--- src/rtl/umda_pkg.sv ---
// Package for the packed-access FIFO face of a serial port.
// Assumes an 8-bit character path and a 32-bit peripheral data bus.
package umda_pkg;

  localparam int CHAR_W = 8;
  localparam int BUS_W = 32;
  localparam int MAX_PACK = 4;

  // Threshold field: 0 single, 1 two characters, 2 four characters
  localparam logic [1:0] THR_SINGLE = 2'h0;
  localparam logic [1:0] THR_TWO = 2'h1;
  localparam logic [1:0] THR_FOUR = 2'h2;

  // Access size codes on the holding ports
  typedef enum logic [1:0] {
    UMDA_SZ_BYTE = 2'h0,
    UMDA_SZ_HALF = 2'h1,
    UMDA_SZ_WORD = 2'h2
  } umda_size_t;

  localparam logic [2:0] CNT_ONE = 3'h1;
  localparam logic [2:0] CNT_TWO = 3'h2;
  localparam logic [2:0] CNT_FOUR = 3'h4;

  // Threshold field to required character count
  function automatic logic [2:0] thr_count(input logic [1:0] thr);
    logic [2:0] c;
    c = CNT_ONE;
    if (thr == THR_TWO)
      c = CNT_TWO;
    else if (thr >= THR_FOUR)
      c = CNT_FOUR;
    return c;
  endfunction

  // Access size to character count
  function automatic logic [2:0] size_count(input umda_size_t sz);
    logic [2:0] c;
    c = CNT_ONE;
    if (sz == UMDA_SZ_HALF)
      c = CNT_TWO;
    else if (sz == UMDA_SZ_WORD)
      c = CNT_FOUR;
    return c;
  endfunction

endpackage

--- src/rtl/umda_if.sv ---
// Interface joining the bus master end and the FIFO packing end.
// Assumes one clock; all signals sampled on its rising edge.
`timescale 1ns/1ps
interface umda_if;
  logic tx_wr;
  umda_pkg::umda_size_t tx_size;
  logic [umda_pkg::BUS_W-1:0] tx_wdata;
  logic rx_rd;
  umda_pkg::umda_size_t rx_size;
  logic [umda_pkg::BUS_W-1:0] rx_rdata;
  logic rx_rvalid;
  logic [1:0] tx_ready_threshold_field;
  logic [1:0] rx_ready_threshold_field;
  logic nine_bit_char_select;
  logic lin_mode;
  logic tx_space_flag;
  logic rx_avail_flag;
  logic tx_fifo_pointer_error;
  logic rx_fifo_pointer_error;
  logic err_clr;

  modport dev (
    input tx_wr, tx_size, tx_wdata, rx_rd, rx_size,
    input tx_ready_threshold_field, rx_ready_threshold_field,
    input nine_bit_char_select, lin_mode, err_clr,
    output rx_rdata, rx_rvalid, tx_space_flag, rx_avail_flag,
    output tx_fifo_pointer_error, rx_fifo_pointer_error
  );
  modport host (
    output tx_wr, tx_size, tx_wdata, rx_rd, rx_size,
    output tx_ready_threshold_field, rx_ready_threshold_field,
    output nine_bit_char_select, lin_mode, err_clr,
    input rx_rdata, rx_rvalid, tx_space_flag, rx_avail_flag,
    input tx_fifo_pointer_error, rx_fifo_pointer_error
  );
endinterface

--- src/rtl/umda_dev.sv ---
// Packing logic between the holding ports and the transmit/receive FIFOs.
// Assumes the serial engine pops tx characters and pushes rx characters
// one per cycle through the serial engine side ports.
`timescale 1ns/1ps

////////////////////////////////////////////////////////////////////////
module umda_dev #(
  parameter int DEPTH = 16
) (
  // Clock and reset
  input wire logic core_clk,
  input wire logic rst_n,
  // Bus side
  umda_if.dev bus,
  // Serial engine side
  input wire logic tx_pop,
  output logic [umda_pkg::CHAR_W-1:0] tx_char,
  output logic tx_char_valid,
  input wire logic rx_push,
  input wire logic [umda_pkg::CHAR_W-1:0] rx_char
);
  localparam int AW = $clog2(DEPTH);
  localparam int CW = AW + 1;
  localparam logic [CW-1:0] DEPTH_C = CW'(DEPTH);

  logic [umda_pkg::CHAR_W-1:0] txm_q [DEPTH];
  logic [umda_pkg::CHAR_W-1:0] txm_d [DEPTH];
  logic [umda_pkg::CHAR_W-1:0] rxm_q [DEPTH];
  logic [umda_pkg::CHAR_W-1:0] rxm_d [DEPTH];
  logic [AW-1:0] txw_q, txw_d, txr_q, txr_d;
  logic [AW-1:0] rxw_q, rxw_d, rxr_q, rxr_d;
  logic [CW-1:0] txc_q, txc_d, rxc_q, rxc_d;
  logic [umda_pkg::BUS_W-1:0] rdata_q, rdata_d;
  logic rvalid_q, rvalid_d;
  logic tx_space_flag_q, tx_space_flag_d, rx_avail_flag_q, rx_avail_flag_d;
  logic txerr_q, txerr_d, rxerr_q, rxerr_d;
  logic [umda_pkg::CHAR_W-1:0] txo_q, txo_d;
  logic txv_q, txv_d;

  ////////////////////////////////////////////////////////////////////////
  always_comb
  begin
    logic packed_ok;
    logic [2:0] wn, rn;
    logic [CW-1:0] tx_free, tx_cnt, rx_cnt;
    logic tx_ok, rx_ok, pop, push;
    packed_ok = 1'b0;
    wn = umda_pkg::CNT_ONE;
    rn = umda_pkg::CNT_ONE;
    tx_free = '0;
    tx_cnt = '0;
    rx_cnt = '0;
    tx_ok = 1'b0;
    rx_ok = 1'b0;
    pop = 1'b0;
    push = 1'b0;
    txm_d = txm_q;
    rxm_d = rxm_q;
    txw_d = txw_q;
    txr_d = txr_q;
    rxw_d = rxw_q;
    rxr_d = rxr_q;
    txerr_d = txerr_q & ~bus.err_clr;
    rxerr_d = rxerr_q & ~bus.err_clr;
    rdata_d = '0;
    rvalid_d = 1'b0;
    // Packed mode is simply ignored under nine-bit or LIN operation
    packed_ok = ~bus.nine_bit_char_select & ~bus.lin_mode;
    if (packed_ok && bus.tx_ready_threshold_field != umda_pkg::THR_SINGLE)
      wn = umda_pkg::size_count(bus.tx_size);
    if (packed_ok && bus.rx_ready_threshold_field != umda_pkg::THR_SINGLE)
      rn = umda_pkg::size_count(bus.rx_size);

    // Transmit: engine pop first, then bus write against the space held before the pop
    pop = tx_pop && txc_q != '0;
    txo_d = txo_q;
    txv_d = 1'b0;
    if (pop)
    begin
      txo_d = txm_q[txr_q];
      txv_d = 1'b1;
      txr_d = txr_q + AW'(1);
    end
    tx_cnt = txc_q - (pop ? CW'(1) : CW'(0));
    // Room is judged before this cycle's pop, so a pop never makes
    // room for a write landing in the same cycle
    tx_free = DEPTH_C - txc_q;
    tx_ok = CW'(wn) <= tx_free;
    if (bus.tx_wr)
    begin
      if (tx_ok)
      begin
        for (int i = 0; i < umda_pkg::MAX_PACK; i++)
          if (i < int'(wn))
            txm_d[AW'(txw_q + AW'(i))] =
              bus.tx_wdata[i*umda_pkg::CHAR_W +: umda_pkg::CHAR_W];
        txw_d = txw_q + AW'(wn);
        tx_cnt = tx_cnt + CW'(wn);
      end
      else
        txerr_d = 1'b1;
    end
    txc_d = tx_cnt;

    // Receive: bus read against current content, then engine push
    rx_cnt = rxc_q;
    rx_ok = CW'(rn) <= rxc_q;
    if (bus.rx_rd)
    begin
      rvalid_d = 1'b1;
      if (rx_ok)
      begin
        for (int i = 0; i < umda_pkg::MAX_PACK; i++)
          if (i < int'(rn))
            rdata_d[i*umda_pkg::CHAR_W +: umda_pkg::CHAR_W] =
              rxm_q[AW'(rxr_q + AW'(i))];
        rxr_d = rxr_q + AW'(rn);
        rx_cnt = rx_cnt - CW'(rn);
      end
      else
        rxerr_d = 1'b1;
    end
    push = rx_push && rx_cnt != DEPTH_C;
    if (push)
    begin
      rxm_d[rxw_q] = rx_char;
      rxw_d = rxw_q + AW'(1);
      rx_cnt = rx_cnt + CW'(1);
    end
    rxc_d = rx_cnt;

    // Flags follow the updated counts; a threshold change reaches them
    // one cycle late, so a host may still act on the old flag
    tx_space_flag_d = (DEPTH_C - txc_d) >=
      CW'(umda_pkg::thr_count(bus.tx_ready_threshold_field));
    rx_avail_flag_d = rxc_d >=
      CW'(umda_pkg::thr_count(bus.rx_ready_threshold_field));
  end

  always_ff @(posedge core_clk or negedge rst_n)
  begin
    if (!rst_n)
    begin
      txw_q <= '0;
      txr_q <= '0;
      rxw_q <= '0;
      rxr_q <= '0;
      txc_q <= '0;
      rxc_q <= '0;
      rdata_q <= '0;
      rvalid_q <= 1'b0;
      tx_space_flag_q <= 1'b0;
      rx_avail_flag_q <= 1'b0;
      txerr_q <= 1'b0;
      rxerr_q <= 1'b0;
      txo_q <= '0;
      txv_q <= 1'b0;
    end
    else
    begin
      txw_q <= txw_d;
      txr_q <= txr_d;
      rxw_q <= rxw_d;
      rxr_q <= rxr_d;
      txc_q <= txc_d;
      rxc_q <= rxc_d;
      rdata_q <= rdata_d;
      rvalid_q <= rvalid_d;
      tx_space_flag_q <= tx_space_flag_d;
      rx_avail_flag_q <= rx_avail_flag_d;
      txerr_q <= txerr_d;
      rxerr_q <= rxerr_d;
      txo_q <= txo_d;
      txv_q <= txv_d;
    end
  end

  // Storage holds no reset so it maps onto plain memory
  always_ff @(posedge core_clk)
  begin
    txm_q <= txm_d;
    rxm_q <= rxm_d;
  end

  ////////////////////////////////////////////////////////////////////////
  assign bus.rx_rdata = rdata_q;
  assign bus.rx_rvalid = rvalid_q;
  assign bus.tx_space_flag = tx_space_flag_q;
  assign bus.rx_avail_flag = rx_avail_flag_q;
  assign bus.tx_fifo_pointer_error = txerr_q;
  assign bus.rx_fifo_pointer_error = rxerr_q;
  assign tx_char = txo_q;
  assign tx_char_valid = txv_q;
endmodule

--- src/flat_wrapper.sv ---
// flat-port wrapper written by rule: the top's interface ports become plain ports
module umda_dev_flat 
#(
  parameter int DEPTH = 16
)
  (core_clk, rst_n, tx_pop, tx_char, tx_char_valid, rx_push, rx_char, bus_tx_wr, bus_tx_size, bus_tx_wdata, bus_rx_rd, bus_rx_size, bus_tx_ready_threshold_field, bus_rx_ready_threshold_field, bus_nine_bit_char_select, bus_lin_mode, bus_err_clr, bus_rx_rdata, bus_rx_rvalid, bus_tx_space_flag, bus_rx_avail_flag, bus_tx_fifo_pointer_error, bus_rx_fifo_pointer_error);
  umda_if bus_i ();
  input wire logic core_clk;
  input wire logic rst_n;
  input wire logic tx_pop;
  output logic [umda_pkg::CHAR_W-1:0] tx_char;
  output logic tx_char_valid;
  input wire logic rx_push;
  input wire logic [umda_pkg::CHAR_W-1:0] rx_char;
  input wire logic [$bits(bus_i.tx_wr)-1:0] bus_tx_wr;
  input wire logic [$bits(bus_i.tx_size)-1:0] bus_tx_size;
  input wire logic [$bits(bus_i.tx_wdata)-1:0] bus_tx_wdata;
  input wire logic [$bits(bus_i.rx_rd)-1:0] bus_rx_rd;
  input wire logic [$bits(bus_i.rx_size)-1:0] bus_rx_size;
  input wire logic [$bits(bus_i.tx_ready_threshold_field)-1:0] bus_tx_ready_threshold_field;
  input wire logic [$bits(bus_i.rx_ready_threshold_field)-1:0] bus_rx_ready_threshold_field;
  input wire logic [$bits(bus_i.nine_bit_char_select)-1:0] bus_nine_bit_char_select;
  input wire logic [$bits(bus_i.lin_mode)-1:0] bus_lin_mode;
  input wire logic [$bits(bus_i.err_clr)-1:0] bus_err_clr;
  output wire logic [$bits(bus_i.rx_rdata)-1:0] bus_rx_rdata;
  output wire logic [$bits(bus_i.rx_rvalid)-1:0] bus_rx_rvalid;
  output wire logic [$bits(bus_i.tx_space_flag)-1:0] bus_tx_space_flag;
  output wire logic [$bits(bus_i.rx_avail_flag)-1:0] bus_rx_avail_flag;
  output wire logic [$bits(bus_i.tx_fifo_pointer_error)-1:0] bus_tx_fifo_pointer_error;
  output wire logic [$bits(bus_i.rx_fifo_pointer_error)-1:0] bus_rx_fifo_pointer_error;
  assign bus_i.tx_wr = bus_tx_wr;
  assign bus_i.tx_size = bus_tx_size;
  assign bus_i.tx_wdata = bus_tx_wdata;
  assign bus_i.rx_rd = bus_rx_rd;
  assign bus_i.rx_size = bus_rx_size;
  assign bus_i.tx_ready_threshold_field = bus_tx_ready_threshold_field;
  assign bus_i.rx_ready_threshold_field = bus_rx_ready_threshold_field;
  assign bus_i.nine_bit_char_select = bus_nine_bit_char_select;
  assign bus_i.lin_mode = bus_lin_mode;
  assign bus_i.err_clr = bus_err_clr;
  assign bus_rx_rdata = bus_i.rx_rdata;
  assign bus_rx_rvalid = bus_i.rx_rvalid;
  assign bus_tx_space_flag = bus_i.tx_space_flag;
  assign bus_rx_avail_flag = bus_i.rx_avail_flag;
  assign bus_tx_fifo_pointer_error = bus_i.tx_fifo_pointer_error;
  assign bus_rx_fifo_pointer_error = bus_i.rx_fifo_pointer_error;
  umda_dev #(.DEPTH(DEPTH)) u_core (.core_clk(core_clk), .rst_n(rst_n), .bus(bus_i), .tx_pop(tx_pop), .tx_char(tx_char), .tx_char_valid(tx_char_valid), .rx_push(rx_push), .rx_char(rx_char));
endmodule
--- config.mk ---
export PLATFORM = sky130hd
export DESIGN_NAME = umda_dev_flat
export DESIGN_NICKNAME = d
export VERILOG_FILES = /design/src/rtl/umda_pkg.sv /design/src/rtl/umda_if.sv /design/src/rtl/umda_dev.sv /design/src/flat_wrapper.sv
export SDC_FILE = /design/constraint.sdc
export NUM_CORES = 1
export LEC_CHECK = 0
export BUFFER_PORTS_ARGS = -buffer_cell sky130_fd_sc_hd__clkbuf_2
export CAP_MARGIN = 20
export CELL_PAD_IN_SITES_DETAIL_PLACEMENT = 2
export CELL_PAD_IN_SITES_GLOBAL_PLACEMENT = 2
export CORE_MARGIN = 5
export CORE_UTILIZATION = 28
export DETAILED_ROUTE_END_ITERATION = 16
export HOLD_SLACK_MARGIN = 0.06
export PLACE_DENSITY_LB_ADDON = 0.1
export SLEW_MARGIN = 20
export SYNTH_ARGS = -nofsm -noshare
export SYNTH_HDL_FRONTEND = slang
export SYNTH_SLANG_ARGS = --single-unit
--- constraint.sdc ---
create_clock -name core_clk -period 6.6 [get_ports core_clk]
set_input_delay 1.32 -clock core_clk [delete_from_list [all_inputs] [get_ports core_clk]]
set_output_delay 1.32 -clock core_clk [all_outputs]
set_load 0.05 [all_outputs]
==> impl_summary.md <==
Worst setup path
The critical path buffer and inverter count is 3. The startpoint type of the worst setup path is an input pin. The depth of the critical timing path with buffers and inverters included is 14. The minimum setup slack among reg-to-reg paths is 2.05 ns.

The cell occurring most often along the worst timing path is sky130_fd_sc_hd__nand2_1. The critical path data required time is 6.82 ns. The launch point of the worst path is bus_lin_mode. Among cell families on the critical path, the largest total delay comes from simple AND/OR/NAND/NOR gates. Along the worst path, the maximum fanout reaches 15.

The worst-path cell with the longest stage delay is sky130_fd_sc_hd__nor2_1. The critical path goes through clkbuf_2 -> nor3_1 -> nand2_1 -> ha_1 -> a311o_1 -> o31ai_4 -> nand2_1 -> o21ai_0 -> inv_1 -> ha_1 -> a41oi_1 -> buf_4 -> nand2_1 -> nor2_1. The number of cells on the worst reg-to-reg path is 17.

In this design, the stage delay of the slowest critical-path cell is 0.63 ns. The endpoint identified for the worst register-to-register timing path is u_core.bus.tx_space_flag. In this run the critical register-to-register path is launched from u_core.txc_q[0].

The class of the most critical setup path is input pin to register. The worst setup path is captured at a register. Data arrives at the worst endpoint at 5.67 ns.

Synth
Ranked by total cell area, the synthesized netlist is headed by sky130_fd_sc_hd__edfxtp_1, sky130_fd_sc_hd__mux4_2, sky130_fd_sc_hd__dfrtp_1. Of all cell types, the one taking the most synthesized area is sky130_fd_sc_hd__edfxtp_1. The dominant register cell in the synthesized netlist is sky130_fd_sc_hd__edfxtp_1.

The portion of the post-synthesis area used by sequential elements is 43.0%. The number of enable flip-flop cells after synthesis is 256. Counting every instance in the synthesized netlist gives 1829. The synthesized design contains 328 register bits.

The share of synthesized flip-flops with an asynchronous set or reset is 22.0%. Synthesis produced a netlist with a net count of 1933. The number of different library cells used by synthesis comes to 70. After synthesis the cells add up to 22100 µm². The warning count from the yosys run is 0. The proportion of netlist area held by the largest area contributor is 34.8%. A synthesized cell averages 12.1 µm².

Pwr
Dividing total power by cell area gives a power density of 508 nW/µm². In this run, flip-flops and latches consume 26.8% of the power. The net switching power figure is 0.00535 W. For this design the static power due to leakage is 9.20 nW. Of the total power, the clock network draws 20.5%. The maximum vdd drop is 0.384 mV.

The switching power share of the total is 42.1%. The internal power of the cells totals 0.00736 W. The relative contribution of combinational cells to total power is 52.7%.

Clocking
The clock transition at the registers of the reported paths is 0.06 ns. The source-to-sink clock delay at the later pin of the worst-skew pair is 0.60 ns. The clock passes through at most 3 buffers. The root buffer cell chosen for the clock tree is sky130_fd_sc_hd__clkbuf_16. The total CTS buffers is 44. Buffers added to address setup during post-CTS repair amount to 0.

The clock net in this run drives a total of 328 sinks. The TritonCTS clock tree is built. The number of buffers added to fix hold violations after cts is 0. The number of levels the H-tree was split into is 2. The post-cts resize count is 0.

Worst hold path
The depth of the worst hold-timing path is 2. The capture endpoint of the worst hold path is u_core.tx_char[5]. The worst hold path begins at u_core.tx_char[5]. The path class of the lowest-slack min-delay path is register to register.

Placed design
The count of input and output buffers is 102. Routability-driven placement finished with a final weighted congestion of 0.825. The final HPWL from detailed placement is 64800 µm.

After detailed placement, the design holds a cell count of 2841. The total placed instance area is 23500 µm².

Timing
Setup repair after global routing left no endpoint under its margin. The worst slew margin relative to its limit is 32.5%. The fmax is 184 MHz. Setup violations remaining at the end of the flow were counted as 0. The shortest clock period the worst path allows after layout is 5.45 ns. At the pin with the least slew margin, the transition time is 1.01 ns.

The max-slew violation count came to 0. The clock skew is 0.0193 ns. The number of endpoints with negative hold slack in the final report was 0. Of the available clock period, the critical path in the final layout requires 82.5%. After routing, the total negative slack on setup checks comes to 0 ns.

Route
The first detailed-routing pass took 5 iterations. The routed layout has 17.2k vias. After the first detailed-routing iteration, the DRC count stood at 1763. Wires add up to 95300 µm. Dividing the detail-routed wire length by the instance count gives 32.6 µm.

The via density per instance is 5.88. The number of DRC violations after detailed routing is 0. The residual antenna-violating net count after detailed routing is 0.

Layout
The filler cells instantiated in the layout total 8239. The final standard cell area without fillers is 25000 µm². For this run, the number of standard cells in the final layout without fillers is 2920.

Cells fill 31.8% of the core in the end. The number of nets in the final layout is 1941. In the final layout, the share of cells above drive strength 1 is 23.9%. The post-synthesis to final-layout area growth is 13.2%.

GRT
The via count of the first global-routing pass is 17.6k. The first-pass GRT wire length is 135000 µm. The initial antenna violation count is 12. The overall routing resource usage is 21.7%.

Entering global routing, the biggest net connects 134 pins. The total grt overflow is 0.

Floorplanning
The die boundary width is 291 µm. In this run the core area contains 103 standard-cell rows. The effective utilization at floorplan is 28.1%. 103 I/O pins were placed.

The area of the die is 84600 µm². The floorplan step set the die height to 291 µm. In this run the standard cell core region covers 78600 µm².

Job
The max-cap check violation count is 0.

Run status
The run finished with clean final reports.
## cell usage after synthesis (all sizes together) (2+ instances only)
library cell  instances
a211o                66
a211oi               97
a21o                  8
a21oi                 9
a221o                64
a22oi                 7
a31o                  2
a31oi                64
a41oi                 2
and2                  2
and3                  3
buf                  83
clkbuf               84
dfrtp                72
edfxtp              256
fa                    4
ha                   43
inv                  38
mux2                 18
mux2i               145
mux4                170
nand2               153
nand2b                9
nand3                13
nand3b                4
nor2                258
nor2b                37
nor3                 14
nor4                  4
nor4b                 2
o211ai                3
o21a                  2
o21ai                23
o221ai                7
o22ai                 2
o31ai                 2
or2                  11
or3                   3
xnor2                21
xor2                 16
## per-stage QoR
stage                     hold slack [ns]  total power, W  setup slack, ns
after floorplan                     0.546         0.00794            0.727
after global placement              0.458         0.00997            0.700
after detailed placement            0.470          0.0101            0.440
after CTS                           0.483          0.0128             1.07
after global routing                0.498          0.0134            0.786
final                               0.474          0.0127             1.15
## registers in the layout, indices dropped and copies added, names as in the netlist, 4 cells and up
signal / flops
u_core.tx_char: 8
u_core.rxm_q: 128
u_core.txw_q: 4
u_core.rxr_q: 4
u_core.txr_q: 4
u_core.rxw_q: 4
u_core.bus.rx_rdata: 32
u_core.txm_q: 128
u_core.rxc_q: 5
u_core.txc_q: 5
## worst max path at each step
stage	to	slack, ns
2_1_floorplan	u_core.txm_q[0]	0.73
3_3_place_gp	u_core.rxm_q[101]	0.70
3_5_place_dp	u_core.rxm_q[76]	0.44
4_1_cts	u_core.rxm_q[5]	1.07
5_1_grt	u_core.rxm_q[5]	0.79
6_report	u_core.rxm_q[81]	1.15
## power by group through the flow
stage	Combinational [W]	Clock (W)	Sequential, W
final	0.00669	0.00261	0.00341
after global routing	0.00715	0.00275	0.00346
after CTS	0.00668	0.00267	0.00340
after detailed placement	0.00664	0	0.00344
after global placement	0.00654	0	0.00343
after floorplan	0.00457	0	0.00338
## cell families (layout without fill, tap and decap cells)
group	Yosys count	count (layout)	share of synthesized area (%)
mux	333	333	24.8
fa+ha+maj	47	47	2.80
compound gates	361	361	13.0
buf+inv	205	245	3.97
simple gates	518	518	10.9
xor+xnor	37	37	1.54
other cells	0	1	0
flops	328	328	43.0
## tightest hold or removal path, cell delays in order (launching register included)
cell	delay, ns
sky130_fd_sc_hd__dfrtp_1	0.34
sky130_fd_sc_hd__nand2_1	0.05
sky130_fd_sc_hd__o21ai_0	0.06
## routing by layer
metal	global-route usage [%]	up-vias	part of all wire, %
li1	-	7159	-
met1	31.3	9253	46
met2	32.9	632	44
met3	5.52	111	7.5
met4	5.39	6	2.5
met5	0	-	0.036
## layout make-up
type	instances	area [µm²]	area share, %
inverter	38	148	0.591
tap	1050	1310	5.25
sequential	328	9500	38.0
timing repair buffer	129	741	2.96
antenna	1	2.50	0.0100
clock buffer	58	1230	4.90
multi-input combinational	1296	11800	47.1
clock inverter	20	300	1.20
## cells in the final DEF, fill, tap and decap left out, drive strengths merged, types with 4 or more instances in the layout
master,Yosys,routed
a211o,66,66
a211oi,97,97
a21o,8,8
a21oi,9,9
a221o,64,64
a22oi,7,7
a31oi,64,64
buf,83,28
bufinv,0,6
clkbuf,84,159
clkinv,0,11
dfrtp,72,72
edfxtp,256,256
fa,4,4
ha,43,43
inv,38,41
mux2,18,18
mux2i,145,145
mux4,170,170
nand2,153,153
nand2b,9,9
nand3,13,13
nand3b,4,4
nor2,258,258
nor2b,37,37
nor3,14,14
nor4,4,4
o21ai,23,23
o221ai,7,7
or2,11,11
xnor2,21,21
xor2,16,16
No activity file was read; power rests on OpenSTA's default activity.
